**src/acq_setup_consts.svh**
```systemverilog
// What this block does
// Device is a bus target only; every register access is a full 32-bit word.
// Nine word registers at offsets 0x00 to 0x20; only 0x18 reads back status.
// Offset 0x00 bits 3..0 enable lanes a..d; upper bits ignored.
// Host writes only lane patterns 0000, 0001, 0011 or 1111.
// Sample clock is source clock divided by 16-bit divisor at offset 0x04.
// Divisor bit 0 is forced to zero; host never programs below two.
// Offset 0x08 bits 2..0 select software, post, pre, delay or middle trigger.
// Any other trigger mode code blocks all sample acquisition; here it clears acquireAllowed only, the sample clock keeps running.
// Sample clock never exceeds half the selected source clock frequency.
// Sampling starts only after acquisition enable is written one; zero disables.
// Reset clears lane enables, divisor and trigger mode to zero.
`ifndef ACQ_SETUP_CONSTS_SVH
`define ACQ_SETUP_CONSTS_SVH
`define ACQ_OFS_LANE      6'h00
`define ACQ_OFS_DIVISOR   6'h04
`define ACQ_OFS_TRIGMODE  6'h08
`define ACQ_OFS_THRESH    6'h0C
`define ACQ_OFS_ORIGIN    6'h10
`define ACQ_OFS_AFTERCNT  6'h14
`define ACQ_OFS_BUFCS     6'h18
`define ACQ_OFS_ACQUISITION_ENABLE_BIT     6'h1C
`define ACQ_OFS_CLKSEL    6'h20
`define ACQ_MAX_MODE      3'h4
`define ACQ_MIN_DIVISOR   16'h0002
`define ACQ_ZERO16        16'h0000
`endif

```
**src/acq_setup_pkg.sv**
```systemverilog
package acq_setup_pkg;
  typedef enum logic [2:0] {
    ModeSoftware, ModePost, ModePre, ModeDelay, ModeMiddle
  } acq_trig_mode_type;

  typedef struct packed {
    logic        write;
    logic        read;
    logic [5:0]  addr;
    logic [31:0] wdata;
  } acq_bus_req_type;

  typedef struct packed {
    logic [3:0]  laneEnable;
    logic [15:0] sampleDivisor;
    logic [2:0]  triggerModeCode;
    logic        acquisitionEnableBit;
    logic [15:0] divCount;
    logic        sampleClk;
    logic [31:0] rdata;
  } acq_state_type;
endpackage

```
**src/acq_setup_regs.sv**
```systemverilog
`include "acq_setup_consts.svh"
`timescale 1ns/1ps
`default_nettype none
module acq_setup_regs
  import acq_setup_pkg::*;
(
  input  wire logic            clk,
  input  wire logic            reset,
  input  wire acq_bus_req_type busReq,
  input  wire logic [31:0]     bufferStatus,
  input  wire logic            sourceClkTick,
  output logic [31:0]          readData,
  output logic                 laneAEnable,
  output logic                 laneBEnable,
  output logic                 laneCEnable,
  output logic                 laneDEnable,
  output logic [2:0]           triggerModeCode,
  output logic                 sampleClk,
  output logic                 acquireAllowed
);
  acq_state_type stateQ;
  acq_state_type stateD;
  logic          modeLegal;
  logic [15:0]   halfDiv;
  logic          dividerRun;

  function automatic logic hitOffset(input acq_bus_req_type req, input logic [5:0] ofs);
    hitOffset = req.write && (req.addr == ofs);
  endfunction

  // Codes above middle trigger are illegal and must block acquisition.
  assign modeLegal = (stateQ.triggerModeCode <= `ACQ_MAX_MODE);
  assign halfDiv   = {1'b0, stateQ.sampleDivisor[15:1]};
  // The divider only runs with acquisition on and a legal divisor; the checks below lean on this.
  assign dividerRun = stateQ.acquisitionEnableBit && (stateQ.sampleDivisor >= `ACQ_MIN_DIVISOR);

  always_comb
  begin
    stateD = stateQ;
    if (hitOffset(busReq, `ACQ_OFS_LANE))
      stateD.laneEnable = busReq.wdata[3:0];
    if (hitOffset(busReq, `ACQ_OFS_DIVISOR))
      stateD.sampleDivisor = {busReq.wdata[15:1], 1'b0};
    if (hitOffset(busReq, `ACQ_OFS_TRIGMODE))
      stateD.triggerModeCode = busReq.wdata[2:0];
    if (hitOffset(busReq, `ACQ_OFS_ACQUISITION_ENABLE_BIT))
      stateD.acquisitionEnableBit = busReq.wdata[0];
    // Only the buffer status word reads back; the rest are write only.
    if (busReq.read && busReq.addr == `ACQ_OFS_BUFCS)
      stateD.rdata = bufferStatus;
    else if (busReq.read)
      stateD.rdata = 32'h0000_0000;
    // The divider toggles every half period, so even ratios of two or more
    // never exceed half the source rate; a zero divisor holds the clock low.
    if (stateQ.sampleDivisor < `ACQ_MIN_DIVISOR || !stateQ.acquisitionEnableBit)
    begin
      stateD.divCount  = `ACQ_ZERO16;
      stateD.sampleClk = 1'b0;
    end
    else if (sourceClkTick)
    begin
      if (stateQ.divCount + 16'h0001 >= halfDiv)
      begin
        stateD.divCount  = `ACQ_ZERO16;
        stateD.sampleClk = !stateQ.sampleClk;
      end
      else
        stateD.divCount = stateQ.divCount + 16'h0001;
    end
  end

  always_ff @(posedge clk or posedge reset)
  begin
    if (reset)
      stateQ <= '0;
    else
      stateQ <= stateD;
  end

  assign readData        = stateQ.rdata;
  assign laneAEnable     = stateQ.laneEnable[0];
  assign laneBEnable     = stateQ.laneEnable[1];
  assign laneCEnable     = stateQ.laneEnable[2];
  assign laneDEnable     = stateQ.laneEnable[3];
  assign triggerModeCode = stateQ.triggerModeCode;
  assign sampleClk       = stateQ.sampleClk;
  assign acquireAllowed  = stateQ.acquisitionEnableBit && modeLegal;
endmodule // acq_setup_regs
`default_nettype wire

```
**config.mk**
```make
export PLATFORM = sky130hd
export DESIGN_NAME = acq_setup_regs
export DESIGN_NICKNAME = d
export VERILOG_FILES = /design/src/acq_setup_pkg.sv /design/src/acq_setup_regs.sv
export VERILOG_INCLUDE_DIRS = /design/src /design/src/src
export SDC_FILE = /design/constraint.sdc
export NUM_CORES = 1
export LEC_CHECK = 0
export ABC_CLOCK_PERIOD_IN_PS = 4950
export BUFFER_PORTS_ARGS = -buffer_cell sky130_fd_sc_hd__buf_2
export CORE_ASPECT_RATIO = 1.4
export CORE_MARGIN = 1
export CORE_UTILIZATION = 56
export DETAILED_ROUTE_END_ITERATION = 8
export MAX_ROUTING_LAYER = met4
export PLACE_DENSITY_LB_ADDON = 0.3
export REMOVE_ABC_BUFFERS = 1
export SYNTH_ARGS = -nofsm -noshare
export SYNTH_HDL_FRONTEND = slang
export SYNTH_SLANG_ARGS = --single-unit
```
**constraint.sdc**
```tcl
create_clock -name clk -period 4.95 [get_ports clk]
set_input_delay 0.7425 -clock clk [delete_from_list [all_inputs] [get_ports clk]]
set_output_delay 0.7425 -clock clk [all_outputs]
set_load 0.01 [all_outputs]
```
==> reports/qor.tcl, run 1 <==
set qor(layout_setup_ws_ns) 1.161
set qor(clk-insertion-delay-late_ns) 0.34
set qor(initial_standard_cell_utilization_of_the_core_pct) 58.52
set qor(number_of_clock_buffers_inserted_by_tritoncts) 9
set qor(number_of_max_capacitance_violations_reported) 0
set qor(finalHoldViolCount) 0
set qor(syn-instance-count) 403
set qor(p_per_area_nw_per_um2) 317.8
set qor(worst_setup_hold_path_clk_slew_ns) 0.08
set qor(slowest_stage) {sky130_fd_sc_hd__nor4_1}
set qor(required_ns) 5.18
set qor(cts-hold-fix-buffers) 0
set qor(initial_antenna_violation_count) 0
set qor(vdd_ir_drop_max_mv) 0.1775
set qor(slew_headroom_pct) 18.71
set qor(cts.htree.levels) 3
set qor(die_area_um2) 7252
set qor(post_synthesis_sequential_area_ratio_pct) 46.56
set qor(cts.root.buffer_cell) {sky130_fd_sc_hd__clkbuf_8}
set qor(initialDrtViolationCount) 166
set qor(path_cells) {ha_1 -> nand3_1 -> or2_2 -> or3_1 -> nand2_1 -> ha_1 -> a211oi_1 -> nor2_1 -> nor4_1 -> nand3_2 -> or2_2 -> a22o_1}
set qor(critical_path_start_type) {flip-flop}
set qor(gpl.final_weighted_congestion) 0.8446
set qor(io_buffer_count) 99
set qor(route.detailed.vias_per_inst) 5.272
set qor(drt_drc_violations_left) 0
set qor(finClkSkew_ns) 0.005724
set qor(synth_area_leaders) {sky130_fd_sc_hd__dfrtp_1, sky130_fd_sc_hd__buf_4, sky130_fd_sc_hd__mux2_2}
set qor(syn-cell-area_um2) 3870
set qor(timing.final.max_slew_violations) 0
set qor(drt_first_pass_iters) 4
set qor(cts_tree) {yes}
set qor(grt_pass1_wl_um) 13160
set qor(grt_overflow) 0
set qor(period_share_pct) 76.54
set qor(hold-worst-slack_ns) 0.5056
set qor(synth_edf_count) 0
set qor(grt_pass1_vias) 2986
set qor(floorplan_die_height_um) 100.4
set qor(synth.lib_cells_used.distinct) 44
set qor(groute.usage.overall_pct) 24.24
set qor(run_status) {finished, final reports clean}
set qor(floorplan.core_area_um2) 6613
set qor(final_layout_size_suffix_gt1_share_pct) 31.85
set qor(worstReg2RegStart) {stateQ[33]}
set qor(dr_total_vias) 2968
set qor(synth-seq-cells) 72
set qor(cts.repair_timing.setup_buffer_count) 0
set qor(synth_area_leader_cell) {sky130_fd_sc_hd__dfrtp_1}
set qor(hp-class) {in2async}
set qor(synth_ff_type) {sky130_fd_sc_hd__dfrtp_1}
set qor(clock-sinks) 72
set qor(finish.net_count) 557
set qor(post_cts_resized) 0
set qor(worst-setup-path-type) {reg2reg}
set qor(post-route-util_pct) 66.77
set qor(synth_common_cells) {sky130_fd_sc_hd__dfrtp_1, sky130_fd_sc_hd__inv_1, sky130_fd_sc_hd__nand2_1}
set qor(detailedPlacementHpwl_um) 5688
set qor(grt_setup_unrepaired) {false}
set qor(grt_start_max_net_pins) 41
set qor(synth.yosys.warnings) 0
set qor(detailed_route_wire_length_um) 7876
set qor(finalSetupViolations) 0
set qor(period_minus_slack_ns) 3.789
set qor(fp-row-count) 35
set qor(floorplan.io_pins) 116
set qor(async_flop_share_pct) 100.0
set qor(cp-startpoint) {stateQ[33]}
set qor(wl_per_cell_um) 13.99
set qor(signed_area_change_from_the_synthesized_netlist_to_the_final_layout_pct) 14.10
set qor(yosys.area.top_type_share_pct) 46.56
set qor(worst_path_largest_cell_delay_ns) 0.46
set qor(final_antenna_net_count) 0
set qor(crit_path_end_kind) {flip-flop}
set qor(arrival_ns) 4.01
set qor(antenna-diode-count) 0
set qor(dp_slack_ns) 1.202
set qor(timing.critical_path.fanout_max) 12
set qor(clk_path_buf_depth) 2
set qor(max_slew.worst_pin.slew_ns) 1.215
set qor(timing.fmax_ghz) 0.2639
set qor(avgSynthCellArea_um2) 9.603
set qor(yosysMostFrequentCell) {sky130_fd_sc_hd__dfrtp_1}
set qor(power_leakage_uw) 0.002199
set qor(dieWidth_um) 72.26
set qor(timing.setup.tns_ns) 0
-- layout by cell type (no fill, tap or decap), types with 7 or more instances in the layout --
cell	netlist	final
sky130_fd_sc_hd__inv_1	52	51
sky130_fd_sc_hd__ha_1	16	16
sky130_fd_sc_hd__nand2_1	49	49
sky130_fd_sc_hd__dfrtp_1	72	72
sky130_fd_sc_hd__nor4_1	11	11
sky130_fd_sc_hd__mux2_2	23	23
sky130_fd_sc_hd__xnor2_1	8	8
sky130_fd_sc_hd__clkbuf_8	0	10
sky130_fd_sc_hd__buf_2	2	99
sky130_fd_sc_hd__o21ai_0	38	38
sky130_fd_sc_hd__nand3_1	9	9
sky130_fd_sc_hd__nor3_1	7	7
sky130_fd_sc_hd__nor2_1	12	12
-- kinds of logic (layout without fill, tap and decap cells) --
group,count (synthesis),count (layout),synth area share (%)
adders and majority gates,16,16,5.173
muxes,23,23,6.693
AOI/OAI and AO/OA,69,69,11.32
buffers and inverters,101,169,13.64
xor gates and xnor gates,11,11,2.490
DFF,72,72,46.56
and+or+nand+nor,111,111,14.13
-- where the power goes --
group	internal, uW	switching, uW	total [uW]
sequential	618	23.3	641
clock	351	228	579
combinational	81.9	102	184
total	1050	353	1400
-- layer usage --
layer | track usage (%) | part of all wire [%] | wire length, um
met1 | 27.89 | 42 | 3301
met2 | 41.84 | 52 | 4072
met3 | 4.418 | 4.4 | 349
met4 | 8.748 | 2.0 | 154
met5 | - | 0 | 0
-- path summary, 6_finish.rpt --
check / to / slack, ns / cells after the start
worst max-delay path: sampleClk / 1.16 / 12
worst min-delay path: readData[16] / 0.51 / 2
worst max register to register: sampleClk / 1.16 / 12
worst min register to register: laneDEnable / 0.52 / 1
max in group asynchronous: halfDiv[11] / 3.48 / 3
min in group clk: laneDEnable / 0.52 / 1
-- area by class of cell --
cell class                      count  area (um^2)
Fill cell                         528         2197
Sequential cell                    72         1802
Multi-Input combinational cell    230         1540
Timing Repair Buffer              101        510.5
Inverter                           52        195.2
Clock buffer                       10        137.6
Clock inverter                      6        115.1
Tap cell                           92        115.1
-- through the flow --
stage | total power (uW) | cell area [um^2] | instances
after floorplan | 758.1 | 3537 | 354
final | 1403 | 4415 | 563
after detailed placement | 836.4 | 4163 | 547
after global routing | 1472 | 4415 | 563
after global placement | 827.5 | 4163 | 547
after CTS | 1420 | 4415 | 563
-- registers in the layout, summed over array words and instances (netlist names) --
| signal | count |
|---|---|
| sampleClk | 1 |
| laneCEnable | 1 |
| halfDiv | 15 |
| laneBEnable | 1 |
| stateQ | 17 |
| readData | 32 |
| triggerModeCode | 3 |
| laneDEnable | 1 |
| laneAEnable | 1 |
-- worst max-delay path, delay by kind of cell (launching register included) --
kind                       cells  cell delay, ns
AOI/OAI and AO/OA              2            0.47
adders and majority gates      2            0.51
DFF                            1            0.43
and+or+nand+nor                8            2.27
(Power assumes the default switching activity.)
==> inputs of run 2 (changes only) <==
--- a/config.mk
+++ b/config.mk
@@ -6,11 +6,11 @@
 export SDC_FILE = /design/constraint.sdc
 export NUM_CORES = 1
 export LEC_CHECK = 0
-export ABC_CLOCK_PERIOD_IN_PS = 4950
+export ABC_CLOCK_PERIOD_IN_PS = 3300
 export BUFFER_PORTS_ARGS = -buffer_cell sky130_fd_sc_hd__buf_2
 export CORE_ASPECT_RATIO = 1.4
 export CORE_MARGIN = 1
-export CORE_UTILIZATION = 56
+export CORE_UTILIZATION = 47
 export DETAILED_ROUTE_END_ITERATION = 8
 export MAX_ROUTING_LAYER = met4
 export PLACE_DENSITY_LB_ADDON = 0.3
==> constraint.sdc (replaced) <==
create_clock -name clk -period 3.3 [get_ports clk]
set_input_delay 0.495 -clock clk [delete_from_list [all_inputs] [get_ports clk]]
set_output_delay 0.495 -clock clk [all_outputs]
set_load 0.01 [all_outputs]
==> reports/qor.tcl, run 2 (same netlist as run 1, synthesis figures left out) <==
set qor(fillers) 701 ;# was 528
set qor(slew_headroom_pct) 50.09 ;# was 18.71%
set qor(timing.setup.tns_ns) 0 ;# unchanged
set qor(mostFrequentLayoutCells) {sky130_fd_sc_hd__buf_2, sky130_fd_sc_hd__dfrtp_1, sky130_fd_sc_hd__inv_1} ;# unchanged
set qor(placed_cells) 568 ;# was 547
set qor(cts.root.buffer_cell) {sky130_fd_sc_hd__clkbuf_8} ;# unchanged
set qor(final_layout_size_suffix_gt1_share_pct) 34.85 ;# was 31.85%
set qor(clock-sinks) 72 ;# unchanged
set qor(total_area_of_multi_input_combinational_cells_um2) 1582 ;# was 1540 um^2
set qor(die_area_um2) 8606 ;# was 7252 um^2
set qor(power_leakage_uw) 0.002284 ;# was 0.002199 uW
set qor(fp-row-count) 38 ;# was 35
set qor(detailedPlacementHpwl_um) 6222 ;# was 5688 um
set qor(finish.net_count) 571 ;# was 557
set qor(drt_first_pass_iters) 6 ;# was 4
set qor(finClkSkew_ns) 0.005147 ;# was 0.005724 ns
set qor(hp-class) {in2async} ;# unchanged
set qor(cts_tree) {yes} ;# unchanged
set qor(p_per_area_nw_per_um2) 475.4 ;# was 317.8 nW/um^2
set qor(worst_setup_hold_path_clk_slew_ns) 0.08 ;# about the same
set qor(finalHoldViolCount) 0 ;# unchanged
set qor(totalPowerFinal_uw) 2179 ;# was 1403 uW
set qor(wl_per_cell_um) 14.38 ;# was 13.99 um
set qor(seq_power_share_pct) 44.0 ;# was 45.7%
set qor(grt_pass1_wl_um) 13880 ;# was 13160 um
set qor(drt_drc_violations_left) 0 ;# unchanged
set qor(cts-hold-fix-buffers) 0 ;# unchanged
set qor(number_of_max_capacitance_violations_reported) 0 ;# unchanged
set qor(io_buffer_count) 99 ;# unchanged
set qor(vdd_ir_drop_max_mv) 0.3156 ;# was 0.1775 mV
set qor(cts.htree.levels) 3 ;# unchanged
set qor(dieWidth_um) 78.69 ;# was 72.26 um
set qor(required_ns) 3.58 ;# was 5.18 ns
set qor(dr_total_vias) 3015 ;# was 2968
set qor(arrival_ns) 3.30 ;# was 4.01 ns
set qor(grt_setup_unrepaired) {false} ;# unchanged
set qor(timing.critical_path.fanout_max) 5 ;# was 12
set qor(initial_standard_cell_utilization_of_the_core_pct) 49.33 ;# was 58.52%
set qor(run_status) {finished, final reports clean} ;# unchanged
set qor(power.share.combinational_pct) 14.3 ;# was 13.1%
set qor(sequential_cell_area_um2) 1802 ;# unchanged
set qor(initialDrtViolationCount) 136 ;# was 166
set qor(timing.final.max_slew_violations) 0 ;# unchanged
set qor(floorplan_die_height_um) 109.4 ;# was 100.4 um
set qor(floorplan.io_pins) 116 ;# unchanged
set qor(grt_start_max_net_pins) 34 ;# was 41
set qor(worst-setup-path-type) {reg2reg} ;# unchanged
set qor(period_minus_slack_ns) 3.020 ;# was 3.789 ns
set qor(clk-insertion-delay-late_ns) 0.35 ;# was 0.34 ns
set qor(initial_antenna_violation_count) 0 ;# unchanged
set qor(signed_area_change_from_the_synthesized_netlist_to_the_final_layout_pct) 18.43 ;# was 14.10%
set qor(critical_path_start_type) {flip-flop} ;# unchanged
set qor(placement.cell_area_um2) 4270 ;# was 4163 um^2
set qor(floorplan.core_area_um2) 7845 ;# was 6613 um^2
set qor(netSwitchingPower_uw) 527.6 ;# was 352.7 uW
set qor(finalSetupViolations) 0 ;# unchanged
set qor(p_sw_share_pct) 24.22 ;# was 25.13%
set qor(clockPowerShare_pct) 41.8 ;# was 41.2%
set qor(layout.cells.non_filler) 585 ;# was 563
set qor(largest_register_ffs) 32 ;# unchanged
set qor(hold-worst-slack_ns) 0.1505 ;# was 0.5056 ns
set qor(groute.usage.overall_pct) 22.01 ;# was 24.24%
set qor(crit_path_end_kind) {flip-flop} ;# unchanged
set qor(timing.fmax_ghz) 0.3311 ;# was 0.2639 GHz
set qor(number_of_clock_buffers_inserted_by_tritoncts) 9 ;# unchanged
set qor(worst-r2r-cell-count) 14 ;# was 12
set qor(antenna-diode-count) 0 ;# unchanged
set qor(route.detailed.vias_per_inst) 5.154 ;# was 5.272
set qor(mostFrequentLayoutCell) {sky130_fd_sc_hd__buf_2} ;# unchanged
set qor(fin_area_um2) 4583 ;# was 4415 um^2
set qor(clk_path_buf_depth) 2 ;# unchanged
set qor(gpl.final_weighted_congestion) 0.8439 ;# was 0.8446
set qor(r2r_setup_slack_ns) 0.28 ;# was 1.16 ns
set qor(detailed_route_wire_length_um) 8415 ;# was 7876 um
set qor(period_share_pct) 91.51 ;# was 76.54%
set qor(max_slew.worst_pin.slew_ns) 0.7387 ;# was 1.215 ns
set qor(grt_overflow) 0 ;# unchanged
set qor(grt_pass1_vias) 3052 ;# was 2986
set qor(final_antenna_net_count) 0 ;# unchanged
set qor(internal_dissipation_uw) 1651 ;# was 1051 uW
-- run 2: cell count changes in the layout (fill, tap and decap cells not counted), moves of 2 or more --
| cell | change |
|---|---|
| sky130_fd_sc_hd__clkbuf_1 | +2 |
| sky130_fd_sc_hd__o31ai_1 | -2 |
| sky130_fd_sc_hd__or2_4 | +2 |
| sky130_fd_sc_hd__or2_2 | -2 |
| sky130_fd_sc_hd__buf_4 | +13 |
| sky130_fd_sc_hd__o31ai_2 | +2 |
-- run 2: final cells by class --
type                       instances  share of cell area, %
clock buffer                      11                  2.867
multi-input combinational        230                  34.51
tap                              100                  2.730
timing repair buffer             115                  13.51
inverter                          52                  4.259
clock inverter                     5                  2.812
sequential                        72                  39.31
-- run 2: power by group through the flow --
stage               sequential [uW]  combinational (uW)  clock (uW)
finish                          959                 311         910
global route                    964                 347         969
detailed placement              977                 298           0
CTS                             959                 300         934
floorplan                       977                 160           0
global placement                975                 289           0
-- run 2: worst max-delay path, cell delays in order, from the launching register on --
cell	delay, ns
sky130_fd_sc_hd__dfrtp_1	0.35
sky130_fd_sc_hd__ha_1	0.17
sky130_fd_sc_hd__nand3_1	0.10
sky130_fd_sc_hd__buf_4	0.16
sky130_fd_sc_hd__nor2_1	0.21
sky130_fd_sc_hd__nand3_1	0.19
sky130_fd_sc_hd__xnor2_1	0.27
sky130_fd_sc_hd__ha_1	0.29
sky130_fd_sc_hd__o21ai_0	0.08
sky130_fd_sc_hd__nor2_1	0.07
sky130_fd_sc_hd__nor4_2	0.30
sky130_fd_sc_hd__nand3_2	0.18
sky130_fd_sc_hd__buf_4	0.20
sky130_fd_sc_hd__o31ai_2	0.22
sky130_fd_sc_hd__a32o_1	0.16
-- run 2: what timing repair did --
item	4_1_cts	5_1_grt
buffers inserted	0	1
resized for setup	0	11
endpoints found under the setup margin	0	14
-- run 2: worst paths after layout --
path | end | from
min in group clk | readData[18] | bufferStatus[18]
max in group asynchronous | readData[1] | reset
min reg2reg | laneAEnable | laneAEnable
min | readData[19] | reset
max | stateQ[47] | stateQ[33]
max reg2reg | stateQ[47] | stateQ[33]
-- run 2: metrics by stage --
step           util, %  setup WS, ns
2_1_floorplan        -        0.1602
3_3_place_gp     54.43        0.1674
3_5_place_dp     54.43        0.1022
4_1_cts          57.75       0.06792
5_1_grt          58.42       0.02896
6_report         58.42        0.2800
-- run 2: metal layers --
metal  part of all wire (%)  global-route usage [%]
met2                     52                   37.39
met4                    2.0                   9.259
met3                    4.6                   6.141
met5                      0                       -
met1                     41                   24.16
==> inputs of run 3 (changes only) <==
--- a/config.mk
+++ b/config.mk
@@ -6,15 +6,16 @@
 export SDC_FILE = /design/constraint.sdc
 export NUM_CORES = 1
 export LEC_CHECK = 0
-export ABC_CLOCK_PERIOD_IN_PS = 3300
+export ABC_CLOCK_PERIOD_IN_PS = 3200
 export BUFFER_PORTS_ARGS = -buffer_cell sky130_fd_sc_hd__buf_2
 export CORE_ASPECT_RATIO = 1.4
 export CORE_MARGIN = 1
-export CORE_UTILIZATION = 47
+export CORE_UTILIZATION = 52
 export DETAILED_ROUTE_END_ITERATION = 8
 export MAX_ROUTING_LAYER = met4
 export PLACE_DENSITY_LB_ADDON = 0.3
 export REMOVE_ABC_BUFFERS = 1
+export SLEW_MARGIN = 15
 export SYNTH_ARGS = -nofsm -noshare
 export SYNTH_HDL_FRONTEND = slang
 export SYNTH_SLANG_ARGS = --single-unit
==> constraint.sdc (replaced) <==
create_clock -name clk -period 3.2 [get_ports clk]
set_input_delay 0.48 -clock clk [delete_from_list [all_inputs] [get_ports clk]]
set_output_delay 0.48 -clock clk [all_outputs]
set_load 0.01 [all_outputs]
==> reports/qor.tcl, run 3 (same netlist as run 1, synthesis figures left out) <==
set qor(placement.cell_area_um2) 4292 ;# was 4270 um^2
set qor(timing.critical_path.max_delay_family) {simple AND/OR/NAND/NOR gates} ;# unchanged
set qor(placed_cells) 565 ;# was 568
set qor(fp-row-count) 36 ;# was 38
set qor(period_share_pct) 95.25 ;# was 91.51%
set qor(finalSetupViolations) 0 ;# unchanged
set qor(totalPowerFinal_uw) 2115 ;# was 2179 uW
set qor(clk_path_buf_depth) 2 ;# unchanged
set qor(arrival_ns) 3.33 ;# was 3.30 ns
set qor(period_minus_slack_ns) 3.048 ;# was 3.020 ns
set qor(grt_pass1_wl_um) 14040 ;# was 13880 um
set qor(worst-r2r-cell-count) 14 ;# unchanged
set qor(globalRouteMet2Util_pct) 39.83 ;# was 37.39%
set qor(timing.critical_path.buf_inv) 2 ;# unchanged
set qor(power_leakage_uw) 0.002322 ;# was 0.002284 uW
set qor(grt_pass1_vias) 3166 ;# was 3052
set qor(global_route.usage.met1_pct) 27.31 ;# was 24.16%
set qor(top_usage_layer) {met2} ;# unchanged
set qor(clk-insertion-delay-late_ns) 0.35 ;# about the same
set qor(groute.usage.overall_pct) 24.27 ;# was 22.01%
set qor(timing.fmax_ghz) 0.3281 ;# was 0.3311 GHz
set qor(fin_area_um2) 4679 ;# was 4583 um^2
set qor(dr_total_vias) 3104 ;# was 3015
set qor(route.detailed.vias_per_inst) 5.324 ;# was 5.154
set qor(cts_tree) {yes} ;# unchanged
set qor(largest_register_ffs) 32 ;# unchanged
set qor(worst-setup-path-type) {reg2reg} ;# unchanged
set qor(r2r_end) {stateQ[46]} ;# was stateQ[47]
set qor(cts-hold-fix-buffers) 0 ;# unchanged
set qor(worst_path_largest_cell_delay_ns) 0.37 ;# was 0.35 ns
set qor(floorplan_die_height_um) 104.1 ;# was 109.4 um
set qor(cts.root.buffer_cell) {sky130_fd_sc_hd__clkbuf_8} ;# unchanged
set qor(drt_drc_violations_left) 0 ;# unchanged
set qor(required_ns) 3.48 ;# was 3.58 ns
set qor(mostFrequentLayoutCells) {sky130_fd_sc_hd__buf_2, sky130_fd_sc_hd__dfrtp_1, sky130_fd_sc_hd__inv_1} ;# unchanged
set qor(initialDrtViolationCount) 152 ;# was 136
set qor(detailed_route_wire_length_um) 8338 ;# was 8415 um
set qor(slew_headroom_pct) 43.22 ;# was 50.09%
set qor(max_slew.worst_pin.slew_ns) 0.8403 ;# was 0.7387 ns
set qor(final_layout_size_suffix_gt1_share_pct) 37.70 ;# was 34.85%
set qor(hp-class) {in2async} ;# unchanged
set qor(finClkSkew_ns) 0.004404 ;# was 0.005147 ns
set qor(r2r_setup_slack_ns) 0.15 ;# was 0.28 ns
set qor(critical_path_start_type) {flip-flop} ;# unchanged
set qor(floorplan.core_area_um2) 7072 ;# was 7845 um^2
set qor(initial_standard_cell_utilization_of_the_core_pct) 54.72 ;# was 49.33%
set qor(antenna-diode-count) 0 ;# unchanged
set qor(signed_area_change_from_the_synthesized_netlist_to_the_final_layout_pct) 20.92 ;# was 18.43%
set qor(worstReg2RegStart) {stateQ[34]} ;# was stateQ[33]
set qor(run_status) {finished, final reports clean} ;# unchanged
set qor(timing.final.max_slew_violations) 0 ;# unchanged
set qor(cts.htree.levels) 3 ;# unchanged
set qor(slowest_stage) {sky130_fd_sc_hd__dfrtp_1} ;# unchanged
set qor(p_per_area_nw_per_um2) 452.0 ;# was 475.4 nW/um^2
set qor(final_antenna_net_count) 0 ;# unchanged
set qor(drt_first_pass_iters) 6 ;# unchanged
set qor(dieWidth_um) 74.91 ;# was 78.69 um
set qor(grt_met3_usage_pct) 4.360 ;# was 6.141%
set qor(timing.critical_path.fanout_max) 5 ;# unchanged
set qor(crit_path_end_kind) {flip-flop} ;# unchanged
set qor(gpl.final_weighted_congestion) 0.8501 ;# was 0.8439
set qor(number_of_max_capacitance_violations_reported) 0 ;# unchanged
set qor(finalHoldViolCount) 0 ;# unchanged
set qor(grt_start_max_net_pins) 44 ;# was 34
set qor(worst_setup_hold_path_clk_slew_ns) 0.07 ;# was 0.08 ns
set qor(floorplan.io_pins) 116 ;# unchanged
set qor(grt_overflow) 0 ;# unchanged
set qor(initial_antenna_violation_count) 0 ;# unchanged
set qor(mostFrequentLayoutCell) {sky130_fd_sc_hd__buf_2} ;# unchanged
set qor(die_area_um2) 7796 ;# was 8606 um^2
set qor(timing.setup.tns_ns) 0 ;# unchanged
set qor(clock-sinks) 72 ;# unchanged
set qor(io_buffer_count) 99 ;# unchanged
set qor(finish.net_count) 574 ;# was 571
set qor(number_of_clock_buffers_inserted_by_tritoncts) 9 ;# unchanged
set qor(path_cells) {ha_2 -> nand3_1 -> or2_4 -> or3_4 -> nand2_1 -> ha_4 -> a211oi_2 -> nor2_1 -> nor4_1 -> buf_4 -> nand3_4 -> buf_8 -> o31ai_2 -> a32o_1} ;# was ha_1 -> nand3_1 -> buf_4 -> nor2_1 -> nand3_1 -> xnor2_1 -> ha_1 -> o21ai_0 -> nor2_1 -> nor4_2 -> nand3_2 -> buf_4 -> o31ai_2 -> a32o_1
set qor(vdd_ir_drop_max_mv) 0.3225 ;# was 0.3156 mV
set qor(wl_per_cell_um) 14.30 ;# was 14.38 um
set qor(layout.cells.non_filler) 583 ;# was 585
set qor(detailedPlacementHpwl_um) 6114 ;# was 6222 um
## run 3: cell count changes in the layout (fill, tap and decap cells not counted), sizes merged
| cell | change |
|---|---|
| buf | +2 |
| bufinv | -3 |
| clkbuf | +3 |
| clkinv | -1 |
| clkinvlp | +1 |
| inv | +1 |
## run 3: worst max path at each step
stage	from	to	slack (ns)	cells past startpoint
floorplan	stateQ[33]	stateQ[43]	0.06	11
global placement	stateQ[34]	stateQ[43]	0.08	14
detailed placement	stateQ[34]	stateQ[43]	-0.01	14
CTS	stateQ[34]	stateQ[47]	0.004	14
global route	stateQ[33]	stateQ[43]	-0.002	14
finish	stateQ[34]	stateQ[46]	0.15	14
## run 3: what timing repair did
item,in CTS,in global routing
cloned,0,1
setup buffers,1,0
setup endpoints to repair,3,16
pin swaps,1,6
resized for setup,4,23
## run 3: area by class of cell
type	instances	area [um^2]
clock inverters	3	46.29
clock buffers	13	178.9
flip-flops and latches	72	1803
fillers	570	2392
well taps	95	118.9
multi-input cells	230	1662
inverters	52	195.2
repair buffers	118	675.6
## run 3: metal layers
| metal | share of wire (%) | vias up |
|---|---|---|
| met5 | 0 | - |
| met4 | 2.4 | 0 |
| met3 | 3.8 | 15 |
| met2 | 53 | 91 |
| met1 | 40 | 1513 |
| li1 | - | 1485 |
## run 3: worst register-to-register path: stages (launching register included)
cell,delay (ns)
sky130_fd_sc_hd__dfrtp_1,0.37
sky130_fd_sc_hd__ha_2,0.19
sky130_fd_sc_hd__nand3_1,0.11
sky130_fd_sc_hd__or2_4,0.30
sky130_fd_sc_hd__or3_4,0.34
sky130_fd_sc_hd__nand2_1,0.12
sky130_fd_sc_hd__ha_4,0.21
sky130_fd_sc_hd__a211oi_2,0.16
sky130_fd_sc_hd__nor2_1,0.07
sky130_fd_sc_hd__nor4_1,0.27
sky130_fd_sc_hd__buf_4,0.18
sky130_fd_sc_hd__nand3_4,0.11
sky130_fd_sc_hd__buf_8,0.18
sky130_fd_sc_hd__o31ai_2,0.22
sky130_fd_sc_hd__a32o_1,0.15
## run 3: report_power, final
group | leakage, uW | internal (uW) | switching [uW] | total [uW]
registers | 0.000987 | 956 | 33.9 | 989
logic | 0.00122 | 160 | 175 | 335
clock network | 0.000112 | 448 | 342 | 790
total | 0.00232 | 1560 | 551 | 2110
## run 3: through the flow
stage               worst slack (ns)  hold slack [ns]  util (%)
global route               -0.001760           0.2815     66.17
CTS                         0.003701           0.2389     64.24
detailed placement          -0.01366           0.4938     60.69
finish                        0.1519           0.2323     66.17
floorplan                    0.06022           0.4771         -
global placement             0.08065           0.4865     60.69
